File: src/pkg/rss_pkg.sv
// Shared constants and types for the relay scan and status unit
package rss_pkg;
  // ==========================================================
  // Sizes
  localparam int unsigned CHANNELS     = 32;
  localparam int unsigned LIST_DEPTH   = 128;
  localparam logic [6:0]  CARD_DEFAULT = 7'h01;
  // ==========================================================
  // Channel address layout in command data
  localparam int unsigned CARD_LSB = 8;
  localparam int unsigned CHAN_LSB = 0;
  localparam int unsigned LINE_LSB = 4;
  // ==========================================================
  // Status bit positions
  localparam int unsigned EV_SCAN_DONE = 8;
  localparam int unsigned STB_OPR      = 7;
  localparam int unsigned STB_RQS      = 6;
  localparam int unsigned STB_ESB      = 5;
  localparam int unsigned STB_MAV      = 4;
  localparam int unsigned STB_QUE      = 3;
  localparam logic [15:0] OPER_COND_VALUE = 16'h0000;
  localparam logic [15:0] OPER_EN_RESET   = 16'h0000;
  localparam logic [7:0]  STD_EN_RESET    = 8'h00;
  // ==========================================================
  // Trigger output pulse
  localparam int unsigned CLK_PERIOD_PS   = 5000;
  localparam int unsigned TRIG_PULSE_NS   = 1000;
  localparam int unsigned TRIG_PULSE_CYC  = (TRIG_PULSE_NS * 1000 + CLK_PERIOD_PS - 1) / CLK_PERIOD_PS;
  // ==========================================================
  // Commands
  typedef enum logic [4:0] {
    RSS_NOP = 5'h00, RSS_OPEN_Q = 5'h01, RSS_CLOSE_Q = 5'h02, RSS_SCAN_BEGIN = 5'h03,
    RSS_SCAN_ADD = 5'h04, RSS_INIT = 5'h05, RSS_ABORT = 5'h06, RSS_TRIG = 5'h07,
    RSS_TRIG_SRC = 5'h08, RSS_OUT_SEL = 5'h09, RSS_OPER_EN_W = 5'h0a, RSS_OPER_EN_R = 5'h0b,
    RSS_OPER_EV_R = 5'h0c, RSS_OPER_COND_R = 5'h0d, RSS_STB_R = 5'h0e, RSS_STAT_PRESET = 5'h0f,
    RSS_STD_EN_W = 5'h10, RSS_STD_EN_R = 5'h11
  } rss_op_t;
  typedef enum logic [2:0] {
    SRC_BUS = 3'h0, SRC_EXT = 3'h1, SRC_HOLD = 3'h2, SRC_IMM = 3'h3, SRC_TTL = 3'h4
  } rss_src_t;
  typedef enum logic [1:0] {
    OUT_OFF = 2'h0, OUT_EXT = 2'h1, OUT_TTL = 2'h2
  } rss_out_t;
  typedef enum logic [1:0] {
    ST_IDLE = 2'b01, ST_RUN = 2'b10
  } rss_state_t;
  // ==========================================================
  // Carriers
  typedef struct packed {
    logic        valid;
    rss_op_t     op;
    logic [15:0] data;
  } rss_cmd_t;
  typedef struct packed {
    logic        valid;
    logic        error;
    logic [15:0] data;
  } rss_rsp_t;
endpackage : rss_pkg

File: src/rtl/rss_top.sv
// Relay scan and status unit: relay state, scan sequencing, operation status
`timescale 1ns/100ps
module rss_top
  import rss_pkg::*;
#(
  parameter int unsigned DEPTH     = rss_pkg::LIST_DEPTH,
  parameter logic [6:0]  CARD_NUM  = rss_pkg::CARD_DEFAULT,
  parameter int unsigned PULSE_CYC = rss_pkg::TRIG_PULSE_CYC
) (
  // Clock and reset
  input  wire logic             clk,
  input  wire logic             arst_n,
  // Command and answer
  input  wire rss_pkg::rss_cmd_t cmd,
  output rss_pkg::rss_rsp_t     rsp,
  // Status inputs from the command module
  input  wire logic [7:0]       std_event,
  input  wire logic             msg_avail,
  input  wire logic             quest_data,
  input  wire logic             svc_request,
  // Trigger pins
  input  wire logic             ext_trig_in_n,
  input  wire logic [7:0]       ttl_trig_in_n,
  output logic                  ext_trig_out_n,
  output logic [7:0]            ttl_trig_o,
  output logic [7:0]            ttl_trig_oe,
  // Relays and status
  output logic [31:0]           relay_closed,
  output logic [7:0]            status_byte,
  output logic                  scanning
);
  import rss_pkg::*;

  localparam int unsigned IW = $clog2(DEPTH);
  localparam int unsigned PW = $clog2(PULSE_CYC + 1);

  // ==========================================================
  // Reset release
  logic rst_s1, rst_n;
  always_ff @(posedge clk or negedge arst_n) begin
    if (!arst_n) begin
      rst_s1 <= 1'b0;
      rst_n  <= 1'b0;
    end else begin
      rst_s1 <= 1'b1;
      rst_n  <= rst_s1;
    end
  end

  // ==========================================================
  // Trigger input synchronisers and edge detect
  logic [8:0] tin_s1, tin_s2, tin_s3;
  always_ff @(posedge clk or negedge rst_n) begin
    if (!rst_n) begin
      tin_s1 <= 9'h1ff;
      tin_s2 <= 9'h1ff;
      tin_s3 <= 9'h1ff;
    end else begin
      tin_s1 <= {ext_trig_in_n, ttl_trig_in_n};
      tin_s2 <= tin_s1;
      tin_s3 <= tin_s2;
    end
  end
  logic [8:0] tin_fall;
  assign tin_fall = tin_s3 & ~tin_s2;

  // ==========================================================
  // Command decode
  logic [6:0] q_card, q_chan;
  logic       addr_ok;
  assign q_card = cmd.data[CARD_LSB +: 7];
  assign q_chan = cmd.data[CHAN_LSB +: 7];
  assign addr_ok = (q_card == CARD_NUM) && (q_chan < 7'(CHANNELS));

  logic is_init, is_abort, is_trig, is_add, is_begin;
  assign is_init  = cmd.valid && cmd.op == RSS_INIT;
  assign is_abort = cmd.valid && cmd.op == RSS_ABORT;
  assign is_trig  = cmd.valid && cmd.op == RSS_TRIG;
  assign is_add   = cmd.valid && cmd.op == RSS_SCAN_ADD;
  assign is_begin = cmd.valid && cmd.op == RSS_SCAN_BEGIN;

  // ==========================================================
  // Trigger source and output selection
  rss_src_t   trig_src;
  logic [2:0] trig_line;
  rss_out_t   out_sel;
  logic [2:0] out_line;
  always_ff @(posedge clk or negedge rst_n) begin
    if (!rst_n) begin
      trig_src  <= SRC_IMM;
      trig_line <= 3'h0;
      out_sel   <= OUT_OFF;
      out_line  <= 3'h0;
    end else if (cmd.valid && cmd.op == RSS_TRIG_SRC && cmd.data[2:0] <= 3'(SRC_TTL)) begin
      trig_src  <= rss_src_t'(cmd.data[2:0]);
      trig_line <= cmd.data[LINE_LSB +: 3];
    end else if (cmd.valid && cmd.op == RSS_OUT_SEL && cmd.data[1:0] != 2'h3) begin
      out_sel   <= rss_out_t'(cmd.data[1:0]);
      out_line  <= cmd.data[LINE_LSB +: 3];
    end
  end

  // ==========================================================
  // Scan list storage
  logic [4:0]  list_mem [DEPTH];
  logic [IW:0] list_len;
  logic        list_ok;
  logic        add_bad;
  assign add_bad = is_add && (!addr_ok || list_len == (IW+1)'(DEPTH));
  always_ff @(posedge clk) begin
    if (is_add && !add_bad)
      list_mem[list_len[IW-1:0]] <= q_chan[4:0];
  end
  always_ff @(posedge clk or negedge rst_n) begin
    if (!rst_n) begin
      list_len <= '0;
      list_ok  <= 1'b0;
    end else if (is_begin) begin
      list_len <= '0;
      list_ok  <= 1'b1;
    end else if (is_add) begin
      if (add_bad)
        list_ok <= 1'b0;
      else
        list_len <= list_len + (IW+1)'(1);
    end
  end

  // ==========================================================
  // Scan sequencer
  rss_state_t  state;
  logic [IW:0] idx;
  logic        can_start, trig_fire, last_hit, scan_done, closed_evt;
  assign can_start = is_init && state == ST_IDLE && list_ok && list_len != '0;
  always_comb begin
    case (trig_src)
      SRC_BUS, SRC_HOLD: trig_fire = is_trig;
      SRC_EXT:           trig_fire = tin_fall[8];
      SRC_IMM:           trig_fire = 1'b1;
      SRC_TTL:           trig_fire = tin_fall[trig_line];
      default:           trig_fire = 1'b0;
    endcase
  end
  assign last_hit  = (idx + (IW+1)'(1)) == list_len;
  assign scan_done = state == ST_RUN && trig_fire && !is_abort && last_hit;
  assign closed_evt = can_start || (state == ST_RUN && trig_fire && !is_abort && !last_hit);

  always_ff @(posedge clk or negedge rst_n) begin
    if (!rst_n) begin
      state        <= ST_IDLE;
      idx          <= '0;
      relay_closed <= 32'h0;
    end else begin
      case (state)
        ST_IDLE: begin
          if (can_start) begin
            state        <= ST_RUN;
            idx          <= '0;
            relay_closed <= 32'h1 << list_mem[0];
          end
        end
        ST_RUN: begin
          if (is_abort) begin
            state        <= ST_IDLE;
            relay_closed <= 32'h0;
          end else if (scan_done) begin
            state        <= ST_IDLE;
            relay_closed <= 32'h0;
          end else if (trig_fire) begin
            idx          <= idx + (IW+1)'(1);
            relay_closed <= 32'h1 << list_mem[idx[IW-1:0] + IW'(1)];
          end
        end
        default: begin
          state        <= ST_IDLE;
          relay_closed <= 32'h0;
        end
      endcase
    end
  end

  always_ff @(posedge clk or negedge rst_n) begin
    if (!rst_n)
      scanning <= 1'b0;
    else
      scanning <= (state == ST_RUN && !is_abort && !scan_done) || can_start;
  end

  // ==========================================================
  // Trigger output pulse
  logic [PW-1:0] pulse_cnt;
  always_ff @(posedge clk or negedge rst_n) begin
    if (!rst_n)
      pulse_cnt <= '0;
    else if (closed_evt && out_sel != OUT_OFF)
      pulse_cnt <= PW'(PULSE_CYC);
    else if (pulse_cnt != '0)
      pulse_cnt <= pulse_cnt - PW'(1);
  end
  always_ff @(posedge clk or negedge rst_n) begin
    if (!rst_n) begin
      ext_trig_out_n <= 1'b1;
      ttl_trig_o     <= 8'h00;
      ttl_trig_oe    <= 8'h00;
    end else begin
      ext_trig_out_n <= !(closed_evt && out_sel == OUT_EXT) && !(pulse_cnt > PW'(1) && out_sel == OUT_EXT);
      ttl_trig_o     <= 8'h00;
      ttl_trig_oe    <= ((closed_evt || pulse_cnt > PW'(1)) && out_sel == OUT_TTL) ? (8'h01 << out_line) : 8'h00;
    end
  end

  // ==========================================================
  // Operation status registers
  logic [15:0] oper_en, oper_ev;
  logic [7:0]  std_en;
  logic        ev_read;
  assign ev_read = cmd.valid && cmd.op == RSS_OPER_EV_R;
  always_ff @(posedge clk or negedge rst_n) begin
    if (!rst_n)
      oper_en <= OPER_EN_RESET;
    else if (cmd.valid && cmd.op == RSS_OPER_EN_W)
      oper_en <= cmd.data;
    else if (cmd.valid && cmd.op == RSS_STAT_PRESET)
      oper_en <= OPER_EN_RESET;
  end
  always_ff @(posedge clk or negedge rst_n) begin
    if (!rst_n)
      std_en <= STD_EN_RESET;
    else if (cmd.valid && cmd.op == RSS_STD_EN_W)
      std_en <= cmd.data[7:0];
  end
  always_ff @(posedge clk or negedge rst_n) begin
    if (!rst_n)
      oper_ev <= 16'h0;
    else if (scan_done)
      oper_ev <= 16'h1 << EV_SCAN_DONE;
    else if (ev_read)
      oper_ev <= 16'h0;
  end
  always_ff @(posedge clk or negedge rst_n) begin
    if (!rst_n)
      status_byte <= 8'h00;
    else begin
      status_byte          <= 8'h00;
      status_byte[STB_OPR] <= |(oper_ev & oper_en);
      status_byte[STB_RQS] <= svc_request;
      status_byte[STB_ESB] <= |(std_event & std_en);
      status_byte[STB_MAV] <= msg_avail;
      status_byte[STB_QUE] <= quest_data;
    end
  end

  // ==========================================================
  // Answers
  always_ff @(posedge clk or negedge rst_n) begin
    if (!rst_n)
      rsp <= '0;
    else begin
      rsp.valid <= cmd.valid;
      rsp.error <= 1'b0;
      rsp.data  <= 16'h0;
      if (cmd.valid) begin
        case (cmd.op)
          RSS_OPEN_Q: begin
            rsp.error <= !addr_ok;
            rsp.data  <= {15'h0, addr_ok && !relay_closed[q_chan[4:0]]};
          end
          RSS_CLOSE_Q: begin
            rsp.error <= !addr_ok;
            rsp.data  <= {15'h0, addr_ok && relay_closed[q_chan[4:0]]};
          end
          RSS_SCAN_ADD:    rsp.error <= add_bad;
          RSS_INIT:        rsp.error <= !can_start;
          RSS_OPER_EN_R:   rsp.data  <= oper_en;
          RSS_OPER_EV_R:   rsp.data  <= oper_ev;
          RSS_OPER_COND_R: rsp.data  <= OPER_COND_VALUE;
          RSS_STB_R:       rsp.data  <= {8'h00, status_byte};
          RSS_STD_EN_R:    rsp.data  <= {8'h00, std_en};
          default:         rsp.error <= 1'b0;
        endcase
      end
    end
  end
endmodule : rss_top

File: config.mk
export PLATFORM = sky130hd
export DESIGN_NAME = rss_top
export DESIGN_NICKNAME = d
export VERILOG_FILES = /design/src/pkg/rss_pkg.sv /design/src/rtl/rss_top.sv
export SDC_FILE = /design/constraint.sdc
export NUM_CORES = 1
export LEC_CHECK = 0
export BUFFER_PORTS_ARGS = -buffer_cell sky130_fd_sc_hd__buf_2
export CAP_MARGIN = 20
export CORE_MARGIN = 2
export CORE_UTILIZATION = 52
export CTS_BUF_LIST = sky130_fd_sc_hd__clkbuf_4 sky130_fd_sc_hd__clkbuf_8 sky130_fd_sc_hd__clkbuf_16
export CTS_CLUSTER_SIZE = 10
export DETAILED_ROUTE_END_ITERATION = 16
export PLACE_DENSITY_LB_ADDON = 0.15
export SYNTH_ARGS = -nofsm -noshare
export SYNTH_HDL_FRONTEND = slang
export SYNTH_SLANG_ARGS = --single-unit
File: constraint.sdc
create_clock -name clk -period 5.8 [get_ports clk]
set_clock_uncertainty 0.2 [all_clocks]
set_input_delay 0.58 -clock clk [delete_from_list [all_inputs] [get_ports clk]]
set_output_delay 0.58 -clock clk [all_outputs]
set_load 0.01 [all_outputs]
Word-level counts from Yosys, hierarchy flattened --
Memories as Yosys holds them, arrays and structs flattened. Cells that the tools add are included.
Word-level totals: register bits 172, RAM bits 640, logic and storage cells 180, memories 1, output and inout bits 76, input port bits 44
Memory list:
- list_mem | depth 128, width 5, read ports 2, clocked after memory_dff 0, write ports 1, RTL line rss_top.sv:105 | logic [4:0] list_mem [DEPTH];
Operators by class: shift-type cells 3, magnitude comparators 5, reductions and logical operators 65, equality and inequality tests 35, mux-type cells 37, bitwise gates (word level) 5, $add $sub $neg 4
Operator list (count):
- two-way mux 32 bit | 4
- case mux 16 bit (6 select lines) | 1
- two-way mux 8 bit | 10
- two-way mux 16 bit | 4
- case mux 32 bit (2 select lines) | 1
- << shifter 1 x 5 -> 32 bit (first input constant) | 2
- equality test 5 x 4 -> 1 bit (second input constant) | 7
- logical AND 1 bit | 32
- equality test 5 x 3 -> 1 bit (second input constant) | 4
- two-way mux 17 bit | 1
- adder 8 x 1 -> 8 bit (second input constant) | 2
- bitwise AND 16 bit | 1
- case mux 8 bit (2 select lines) | 1
- nonzero test 8 bit | 2
- OR reduction 16 bit | 1
- nonzero test 2 bit | 7
- != test 2 bit (second input constant) | 6
- equality test 5 x 2 -> 1 bit (second input constant) | 2
- equality test 5 bit (second input constant) | 2
- AND reduction 2 bit | 5
- bitwise AND 9 bit | 1
- logical NOT 1 bit | 9
- NOT 9 bit | 1
- bitwise AND 8 bit | 1
- other kinds (32) | 47

Logic depth before layout (Yosys ltp) --
Gate-level depths: netlist of run 1.
depth after elaboration 12, gate-level depth with buffers 13, depth with buffers taken out 9

Least setup slack after synthesis of run 1 --
OpenSTA, ideal clock, no wires.
path kind input to register, from input cmd[16] (netlist name), to memory list_mem[79][0] (enable), required time 5.260 ns, stages on the path 9, setup time 0.340 ns, data arrival time 2.825 ns, setup slack 2.435 ns, buffers on the path 3, cell sequence clkbuf_1 -> nor3b_1 -> nand2_1 -> a2111oi_2 -> and2_0 -> clkbuf_1 -> nand3_1 -> clkbuf_1 -> nor2_1
On the way: longest elaborated chain between the ends 7
RTL lines:
- start, declared | RTL line rss_top.sv:14 | input wire rss_pkg::rss_cmd_t cmd,
- equality test 5 x 3 -> 1 bit * | RTL line rss_top.sv:79 | assign is_add = cmd.valid && cmd.op == RSS_SCAN_ADD;
- logical AND 1 bit * | RTL line rss_top.sv:79
- logical AND 1 bit | RTL line rss_top.sv:109 | assign add_bad = is_add && (!addr_ok || list_len == (IW+1)'(DEPTH));
- logical NOT 1 bit | RTL line rss_top.sv:111 | if (is_add && !add_bad)
- logical AND 1 bit * | RTL line rss_top.sv:111
- two-way mux 1 bit * | RTL line rss_top.sv:111
- two-way mux 1 bit (implied by the code) * | RTL line rss_top.sv:112 | list_mem[list_len[IW-1:0]] <= q_chan[4:0];
- end, declared | RTL line rss_top.sv:105
Every way passes the cells marked *; elsewhere a longest branch is shown, timed or not.

Final worst setup path of run 1 --
from register idx[1], to register relay_closed[6]
On the way: longest elaborated chain between the ends 7, elaborated cells between the ends (all ways) 12, classes of those cells add/sub: 2; eq/ne: 2; shift: 1; mux: 4; reduce/logical: 2; memory: 1
RTL lines:
- start, declared | RTL line rss_top.sv:132 | logic [IW:0] idx;
- start signal, assigned | RTL line rss_top.sv:170 | idx <= idx + (IW+1)'(1);
- adder 7 x 1 -> 7 bit | RTL line rss_top.sv:171 | relay_closed <= 32'h1 << list_mem[idx[IW-1:0] + IW'(1)];
- memory (128 x 5 bit)
- << shifter 1 x 5 -> 32 bit | RTL line rss_top.sv:171
- two-way mux 32 bit | RTL line rss_top.sv:169 | end else if (trig_fire) begin
- two-way mux 32 bit | RTL line rss_top.sv:166 | end else if (scan_done) begin
- two-way mux 32 bit | RTL line rss_top.sv:163 | if (is_abort) begin
- case mux 32 bit (2 select lines) | RTL line rss_top.sv:154 | case (state)
- end signal, assigned | RTL line rss_top.sv:159 | relay_closed <= 32'h1 << list_mem[0];
- end signal, assigned | RTL line rss_top.sv:171
- end, declared | RTL line rss_top.sv:28 | output logic [31:0] relay_closed,
Several ways; a longest one is shown, not always the timed one. The select of a mux whose other input is x is not followed. A chain may end at the register's enable or synchronous reset.

==> results of run 1 <==
worst max-delay path: stages, from the launching register on:
cell	delay (ns)
dfrtp_1	0.51
ha_4	0.85
buf_12	0.28
mux4_2	0.34
and2_1	0.22
a221oi_1	0.50
a311oi_1	0.17
a22oi_1	0.27
nand3_1	0.22
or4_1	0.62
o221ai_1	0.24
logic make-up (layout without fill, tap and decap cells):
| kind of cell | Yosys count | in the layout | share of synthesized area, % |
|---|---|---|---|
| buffers and inverters | 128 | 330 | 2.356 |
| other | 2 | 12 | 0.02303 |
| muxes | 232 | 232 | 13.92 |
| AOI/OAI and AO/OA | 159 | 159 | 3.902 |
| and+or+nand+nor | 542 | 542 | 7.619 |
| xor gates and xnor gates | 26 | 26 | 0.8210 |
| DFF | 797 | 797 | 71.10 |
| adders and majority gates | 7 | 7 | 0.2685 |
area by class of cell:
class                      instances  area [um2]
clock inverter                     9       128.9
tap                              837        1047
inverter                          19       71.32
fill                            4618       24870
sequential                       797       23190
multi-input combinational        978        8733
timing repair buffer             172        1174
clock buffer                     130        2605
metrics by stage:
step,cells,util (%),hold WS (ns)
final,2942,59.77,0.04681
after global routing,2942,59.77,0.02860
after CTS,2942,59.77,0.01768
after detailed placement,2777,54.93,0.1365
after global placement,2776,54.91,0.1464
after floorplan,1903,-,0.08441
final timing paths:
kind | to | cells past startpoint | slack (ns)
max in group asynchronous | relay_closed[24] | 1 | 3.92
min in group clk | oper_en[6] | 2 | 0.05
max | relay_closed[6] | 10 | 1.22
max reg2reg | relay_closed[6] | 10 | 1.22
min | rst_n | 2 | 0.05
min reg2reg | tin_s2[6] | 0 | 0.16
state kept, by name (all words and copies together) (netlist names), 2 cells and up:
register,cells
std_en,8
trig_line,3
oper_en,16
idx,8
tin_s2,9
relay_closed,32
pulse_cnt,8
ttl_trig_oe,8
out_line,3
trig_src,3
rsp,18
list_len,8
status_byte,5
list_mem,640
state,2
tin_s1,9
out_sel,2
tin_s3,9
power by group through the flow:
stage / logic [W] / registers [W] / clock network (W)
floorplan: 0.00135 / 0.00653 / 0
global placement: 0.00184 / 0.00654 / 0
detailed placement: 0.00186 / 0.00655 / 0
CTS: 0.00189 / 0.00644 / 0.00538
global route: 0.00203 / 0.00645 / 0.00561
finish: 0.00187 / 0.00644 / 0.00529
synthesized netlist by cell type, types with 4 or more instances:
| cell type | n | area [um2] |
|---|---|---|
| edfxtp_1 | 640 | 19220 |
| nor2_1 | 183 | 686.9 |
| nand2_1 | 168 | 630.6 |
| mux4_2 | 149 | 3356 |
| dfrtp_1 | 126 | 3153 |
| nand3_1 | 64 | 320.3 |
| mux2i_1 | 42 | 420.4 |
| clkbuf_1 | 37 | 138.9 |
| o221ai_1 | 32 | 280.3 |
| dfstp_2 | 31 | 814.5 |
| buf_4 | 28 | 210.2 |
| buf_2 | 26 | 130.1 |
| mux2_2 | 21 | 236.5 |
| mux4_1 | 20 | 525.5 |
| inv_1 | 19 | 71.32 |
| nand2b_1 | 19 | 118.9 |
| a22o_1 | 16 | 140.1 |
| nand4_1 | 16 | 100.1 |
| nor3_1 | 16 | 80.08 |
| o21ai_0 | 16 | 80.08 |
| nor2b_1 | 13 | 81.33 |
| xnor2_1 | 13 | 113.9 |
| a21oi_1 | 12 | 60.06 |
| a22oi_1 | 12 | 90.09 |
| and2_1 | 11 | 68.82 |
| xor2_1 | 10 | 87.58 |
| a222oi_1 | 9 | 90.09 |
| a32oi_1 | 9 | 78.83 |
| and3_1 | 9 | 56.30 |
| buf_6 | 9 | 101.4 |
| a31oi_1 | 8 | 50.05 |
| ha_1 | 7 | 87.58 |
| nor4_1 | 7 | 43.79 |
| o22ai_1 | 5 | 31.28 |
| o31ai_1 | 5 | 37.54 |
| a32o_1 | 4 | 40.04 |
| and4b_1 | 4 | 40.04 |
| or4_1 | 4 | 30.03 |
metal layers:
metal / track usage [%] / routed length [um]
met1: 34.80 / 32120
met2: 38.05 / 36690
met3: 5.460 / 6364
met4: 7.849 / 1928
met5: 0 / 13
repair_timing:
item,4_1_cts,5_1_grt
hold buffers,26,0
hold endpoints to repair,26,0
setup buffers,0,0
==> impl_results.md, run 1 <==
- Final net count: 2110
- Fin area: 36950 um2
- WL final: 77120 um
- DIE HEIGHT: 254.4 um
- Placed instance area: 33960 um2
- Initial Util: 52.75%
- CTS tree: done
- Layout cells sized above 1: 24.28%
- Worst skew pair latency: 0.64 ns
- FF+latch count, synth: 797
- Die ar.: 64730 um2
- Drt pass-1 iters: 6
- Remaining antenna violation count: 0
- Worst setup path class: reg2reg
- First-pass GRT wire length: 116200 um
- Ys flop type: edfxtp_1
- Vias/cell: 6.126
- Post-synthesis sequential area ratio: 71.10%
- Ys async rst share: 19.70%
- Run status: finished clean
- Gp weighted congestion: 0.8958
- Max_slew headroom: 24.19%
- Number of max-cap violations: 0
- Rows: 91
- Period utilization: 78.97%
- Worst Setup End Kind: flop
- CP max FO: 45
- WL per Instance: 26.21 um
- Global route overflow: 0
- Core area: 61830 um2
- Crit path launch type: flop
- Clock Tree Root: clkbuf_16
- Setup WS post-layout: 1.220 ns
- H-tree depth: 3
- Slew Limit Fails: 0
- Post-CTS sizing: 0
- Worst EP required: 6.13 ns
- Final setup vio count: 0
- Max IR drop VDD: 0.0002333 V
- Routed vias: 18020
- Most common cell after layout, fill and taps aside: edfxtp_1
- Port Buf Inserts: 108
- Unique masters post-synth: 86
- Clock power share: 38.9%
- DIE WIDTH: 254.4 um
- Leakage: 12.51 nW
- Post-synthesis instance area: 32610 um2
- Avg Inst Size Synth: 17.23 um2
- PD cells: 368.2 nW/um2
- Worst reg2reg path startpoint: idx[1]
- Worst Hold Class: in2async
- Achievable frequency: 218.3 MHz
- Combinational share of power: 13.8%
- Remaining DRCs: 0
- Switching share of power: 24.85%
- Io pins: 120
- Area Growth Syn to Fin: 13.31%
- Clk buf depth: 3
- Total Power: 0.01361 W
- Number of buffers created by CTS: 91
- WP data arrival: 4.91 ns
- Largest net degree at the start of global routing: 130
- DR iter-0 viols: 1836
- Post-route setup TNS: 0 ns
- Vias in the first global route: 18200
- Synthesis Warnings: 0
- N_diodes: 0
- Tmin final: 4.580 ns
- Int Pwr: 0.01022 W
- Final Hold Vio Count: 0
- HPWL after DPL: 48160 um
- Initial antenna violation count: 1
- Unrepaired setup endpoints after global routing: no
- Most frequent cells in the layout: 640 x edfxtp_1, 183 x nor2_1, 168 x nand2_1, 149 x mux4_2, 124 x dfrtp_1
- Sequential Power Share: 47.3%
- Tot GR Track Use: 24.47%
- Post-synth EDFFs: 640
- Worst-Margin Slew: 1.131 ns
- Switching power: 0.003381 W
- CP startpoint: idx[1]
- Reg clk slew, reported paths: 0.06 ns
- Cells after Synth: 1893
- Setup slack at placement: 1.286 ns
- CTS Sinks: 797
No activity file was read; power rests on OpenSTA's default activity.
==> run 2: changes to the inputs <==
- clock period: 5.8 -> 3.75 ns (I/O delays scaled with it)
==> run 2 against run 1 <==
First-iteration DRC count up 0.49%; cell count grew 3.8%; maximum frequency up 26%; clock power is 55% higher; hold slack lost 0.0031 ns; via count grew 2.3%; largest power group unchanged; highest routed layer is now met4.
==> impl_results.md, run 2 (synthesis results as in run 1) <==
- DIE WIDTH: 254.4 um
- Drt pass-1 iters: 7
- Run status: finished clean
- Io pins: 120
- DR iter-0 viols: 1845
- Worst Setup End Kind: flop
- Initial Util: 52.75%
- WL final: 78460 um
- WP data arrival: 3.93 ns
- Achievable frequency: 274.6 MHz
- CTS Sinks: 797
- Remaining DRCs: 0
- Initial antenna violation count: 0
- First-pass GRT wire length: 116300 um
- DIE HEIGHT: 254.4 um
- Vias in the first global route: 18350
- WL per Instance: 25.68 um
- Worst setup path class: reg2reg
- Clk buf depth: 3
- Number of buffers created by CTS: 92
- Rows: 91
- Slew Limit Fails: 0
- Global route overflow: 0
- Reg clk slew, reported paths: 0.06 ns
- Max IR drop VDD: 0.0003366 V
- Unrepaired setup endpoints after global routing: no
- Die ar.: 64730 um2
- Area Growth Syn to Fin: 16.88%
- H-tree depth: 3
- Gp weighted congestion: 0.9134
- Number of max-cap violations: 0
- Max reg flops: 640
- CP max FO: 20
- Most common cell after layout, fill and taps aside: edfxtp_1
- Routed vias: 18440
- CTS tree: done
- Port Buf Inserts: 108
- Clock Tree Root: clkbuf_16
- Largest net degree at the start of global routing: 131
- Worst-Margin Slew: 1.116 ns
- Worst Hold Class: in2reg
- Filler cell count: 4496
- Final net count: 2217
- Max_slew headroom: 25.61%
- Crit path launch type: flop
- Worst skew pair latency: 0.65 ns
- PD cells: 559.6 nW/um2
- Most frequent cells in the layout: 640 x edfxtp_1, 183 x nor2_1, 168 x nand2_1, 149 x mux4_2, 124 x dfrtp_1
- Tot GR Track Use: 24.52%
- Period utilization: 97.10%
- Remaining antenna violation count: 0
- Core area: 61830 um2
- HPWL after DPL: 50030 um
- Tmin final: 3.641 ns
- Final Hold Vio Count: 0
- Vias/cell: 6.036
- Worst EP required: 4.04 ns
- Leakage: 13.18 nW
- Hold Worst Slack: 0.04371 ns
- Dpl cells: 2865
- Final cell count without fillers: 3055
- Layout cells sized above 1: 28.37%
- Final setup vio count: 0
run 2: layer usage:
layer	global-route usage, %	up-vias	wire length, um
met3	4.623	156	6292
li1	-	7984	-
met2	39.06	825	37900
met1	34.56	9476	31930
met5	0	-	0
met4	8.017	0	2332
run 2: final cells by class:
| type | count | area [um2] | area share (%) |
|---|---|---|---|
| diodes | 1 | 2.502 | 0.006565 |
| clock buffers | 134 | 2678 | 7.025 |
| clock inverters | 11 | 78.83 | 0.2068 |
| inverters | 19 | 71.32 | 0.1871 |
| multi-input cells | 978 | 8800 | 23.09 |
| flip-flops and latches | 797 | 23190 | 60.85 |
| well taps | 837 | 1047 | 2.747 |
| repair buffers | 278 | 2246 | 5.892 |
run 2: final timing paths:
check	start	end	slack [ns]	depth (start not counted)
hold / removal	cmd[0]	list_mem[12][0]	0.04	1
hold reg to reg	tin_s1[2]	tin_s2[2]	0.15	0
min in group asynchronous	rst_n	status_byte[3]	0.21	0
setup reg to reg	idx[0]	relay_closed[7]	0.11	11
setup / recovery	idx[0]	relay_closed[7]	0.11	11
max in group asynchronous	rst_n	tin_s2[2]	2.06	1
run 2: where the power goes:
group	total (W)	switching [W]	internal [W]
clock	0.00819	0.00329	0.00490
sequential	0.00994	0.000160	0.00978
combinational	0.00320	0.00178	0.00143
run 2: critical path, cell delays in order, from the launching register on:
cell and delay [ns]:
dfrtp_4 0.51, ha_4 0.23, xor2_4 0.29, buf_12 0.24, buf_4 0.23, mux4_2 0.32
mux2i_1 0.24, a21oi_1 0.12, nand4_1 0.27, nand4_1 0.35, nand3_1 0.27, o221ai_1 0.16
run 2: what timing repair did:
action	CTS	global route
gates resized for setup	3	20
pin swaps	1	2
endpoints found under the hold margin	40	3
endpoints found under the setup margin	17	33
buffers inserted	3	3
hold buffers	33	1
gates cloned	1	2
run 2: stage by stage:
step           instance area [um2]  worst slack, ns  setup TNS, ns  total power [W]  util (%)
2_1_floorplan                32650           0.4981              0          0.01218         -
3_3_place_gp                 34780          -0.1386         -1.810          0.01310     56.26
3_5_place_dp                 34780          -0.1665         -1.974          0.01315     56.26
4_1_cts                      37940          0.02535              0          0.02140     61.36
5_1_grt                      38110         0.002317              0          0.02203     61.65
6_report                     38120           0.1087              0          0.02133     61.65
==> run 3: changes to the inputs <==
--- a/config.mk
+++ b/config.mk
@@ -14,4 +14,5 @@
 export DETAILED_ROUTE_END_ITERATION = 16
 export PLACE_DENSITY_LB_ADDON = 0.15
+export SETUP_SLACK_MARGIN = 0.5
 export SYNTH_ARGS = -nofsm -noshare
 export SYNTH_HDL_FRONTEND = slang
--- a/constraint.sdc
+++ b/constraint.sdc
@@ -3,3 +3,3 @@
 set_input_delay 0.375 -clock clk [delete_from_list [all_inputs] [get_ports clk]]
 set_output_delay 0.375 -clock clk [all_outputs]
-set_load 0.01 [all_outputs]
+set_load 0.1 [all_outputs]
==> run 3 against run 2 <==
Critical path depth rose by 2; final area rose by 3.4%; register-to-register slack barely moved; worst setup slack got worse by 0.0037 ns; highest routed layer is now met5; critical endpoint is now relay_closed[0].
==> impl_results.md, run 3 (synthesis results as in run 1) <==
- Run status: finished clean
- First-pass GRT wire length: 120300 um
- Final net count: 2292
- Switching share of power: 26.07%
- PD cells: 558.7 nW/um2
- Remaining DRCs: 0
- Tot GR Track Use: 25.34%
- Period utilization: 97.20%
- Switching power: 0.005742 W
- CTS Sinks: 797
- WL final: 81410 um
- Combinational share of power: 17.7%
- Initial antenna violation count: 3
- Die ar.: 64730 um2
- Vias/cell: 6.028
- Max_slew headroom: 28.61%
- Reg2reg path depth: 13
- Final setup vio count: 0
- CP Depth: 13
- CP startpoint: idx[0]
- DIE HEIGHT: 254.4 um
- Worst r2r dst: relay_closed[0]
- Drt pass-1 iters: 8
- Remaining antenna violation count: 0
- Clk buf depth: 3
- Layout cells sized above 1: 35.66%
- CP max-delay cell: dfrtp_4
- Core Util, Final: 63.77%
- Max reg flops: 640
- CP max FO: 8
- Most frequent cells in the layout: 640 x edfxtp_1, 173 x buf_4, 167 x nand2_1, 151 x mux4_2, 124 x nor2_1
- Worst-Margin Slew: 1.071 ns
- Hold Worst Slack: 0.03250 ns
- Gp weighted congestion: 0.9142
- Worst Setup End Kind: flop
- Reg clk slew, reported paths: 0.06 ns
- DR iter-0 viols: 1885
- Crit path launch type: flop
- Leakage: 13.66 nW
- Clock Tree Root: clkbuf_16
- Worst reg2reg path startpoint: idx[0]
- Worst EP required: 4.10 ns
- Max incr delay on CP: 0.54 ns
- Number of buffers created by CTS: 91
- Max IR drop VDD: 0.0003865 V
- Post-route setup TNS: 0 ns
- Routed vias: 18850
- Global route overflow: 0
- WL per Instance: 26.04 um
- Worst skew pair latency: 0.63 ns
- Int Pwr: 0.01629 W
- Vias in the first global route: 18600
- DIE WIDTH: 254.4 um
- Sequential Power Share: 45.2%
- Slew Limit Fails: 0
- CTS tree: done
- Achievable frequency: 274.4 MHz
- Final Hold Vio Count: 0
- Io pins: 120
- Worst setup path class: reg2reg
- Worst path buffer plus inverter count: 4
- Initial Util: 52.75%
- Unrepaired setup endpoints after global routing: yes
- Total Power: 0.02203 W
- Largest net degree at the start of global routing: 133
- Clock power share: 37.1%
- Cell Chain, Critical Path: ha_4 > buf_8 > xor2_4 > buf_12 > clkbuf_16 > buf_4 > mux4_2 > mux2i_1 > a32o_2 > nor3_2 > a211o_1 > or4_4 > o221ai_2
- Top Family by Delay on Critical Path: compound AO/OA/AOI/OAI gates
- Worst Hold Class: in2reg
- Hold path startpoint: cmd[3]
- HPWL after DPL: 51590 um
- Most common cell after layout, fill and taps aside: edfxtp_1
- Area Growth Syn to Fin: 20.89%
- Number of max-cap violations: 0
- Reg-to-reg slack, setup: 0.11 ns
- WP data arrival: 4.00 ns
- Port Buf Inserts: 108
- CP endpoint: relay_closed[0]
- Rows: 91
- Tmin final: 3.645 ns
- H-tree depth: 3
- Core area: 61830 um2
[run 3: area by class of cell]
cell class              instances  area [um2]
repair buffers                354        3014
clock buffers                 131        2649
well taps                     837        1047
fillers                      4363       22400
diodes                          1       2.502
multi-input cells             978        9371
inverters                      19       71.32
clock inverters                 9       75.07
flip-flops and latches        797       23190
[run 3: power groups by stage]
stage / clock [W] / combinational (W) / sequential [W]
2_1_floorplan: 0 / 0.00213 / 0.0104
3_3_place_gp: 0 / 0.00338 / 0.0101
3_5_place_dp: 0 / 0.00341 / 0.0101
4_1_cts: 0.00828 / 0.00369 / 0.00995
5_1_grt: 0.00862 / 0.00414 / 0.00997
6_report: 0.00816 / 0.00391 / 0.00996
[run 3: routing by layer]
layer / vias to the layer above / routed length [um] / global-route usage (%) / part of all wire, %
met5: - / 11 / 0 / 0.014
met4: 2 / 2477 / 8.067 / 3.0
met3: 146 / 5963 / 4.205 / 7.3
met2: 801 / 38670 / 39.81 / 47
met1: 9764 / 34290 / 36.74 / 42
li1: 8132 / - / - / -
[run 3: how the worst min path moves through the flow]
stage	endpoint	slack (ns)	depth (start not counted)
final	list_mem[38][3]	0.03	1
after global routing	list_mem[38][3]	0.04	1
after CTS	list_mem[38][3]	0.02	1
after detailed placement	rst_s1	-0.04	1
after global placement	rst_s1	-0.04	1
after floorplan	rst_n	-0.12	0
[run 3: repair_timing]
action | 4_1_cts | 5_1_grt
endpoints found under the hold margin | 54 | 0
setup endpoints to repair | 166 | 487
buffers inserted | 24 | 28
gates resized for setup | 71 | 117
hold buffers | 34 | 0
cloned | 4 | 1
pin swaps | 15 | 37
[run 3: metrics by stage]
stage	setup slack, ns	instances	instance area, um2
after floorplan	0.5053	1903	32650
after global placement	-0.2122	2893	34970
after detailed placement	-0.3365	2893	34970
after CTS	0.2103	3095	38660
after global routing	0.05816	3126	39430
final	0.1050	3126	39430
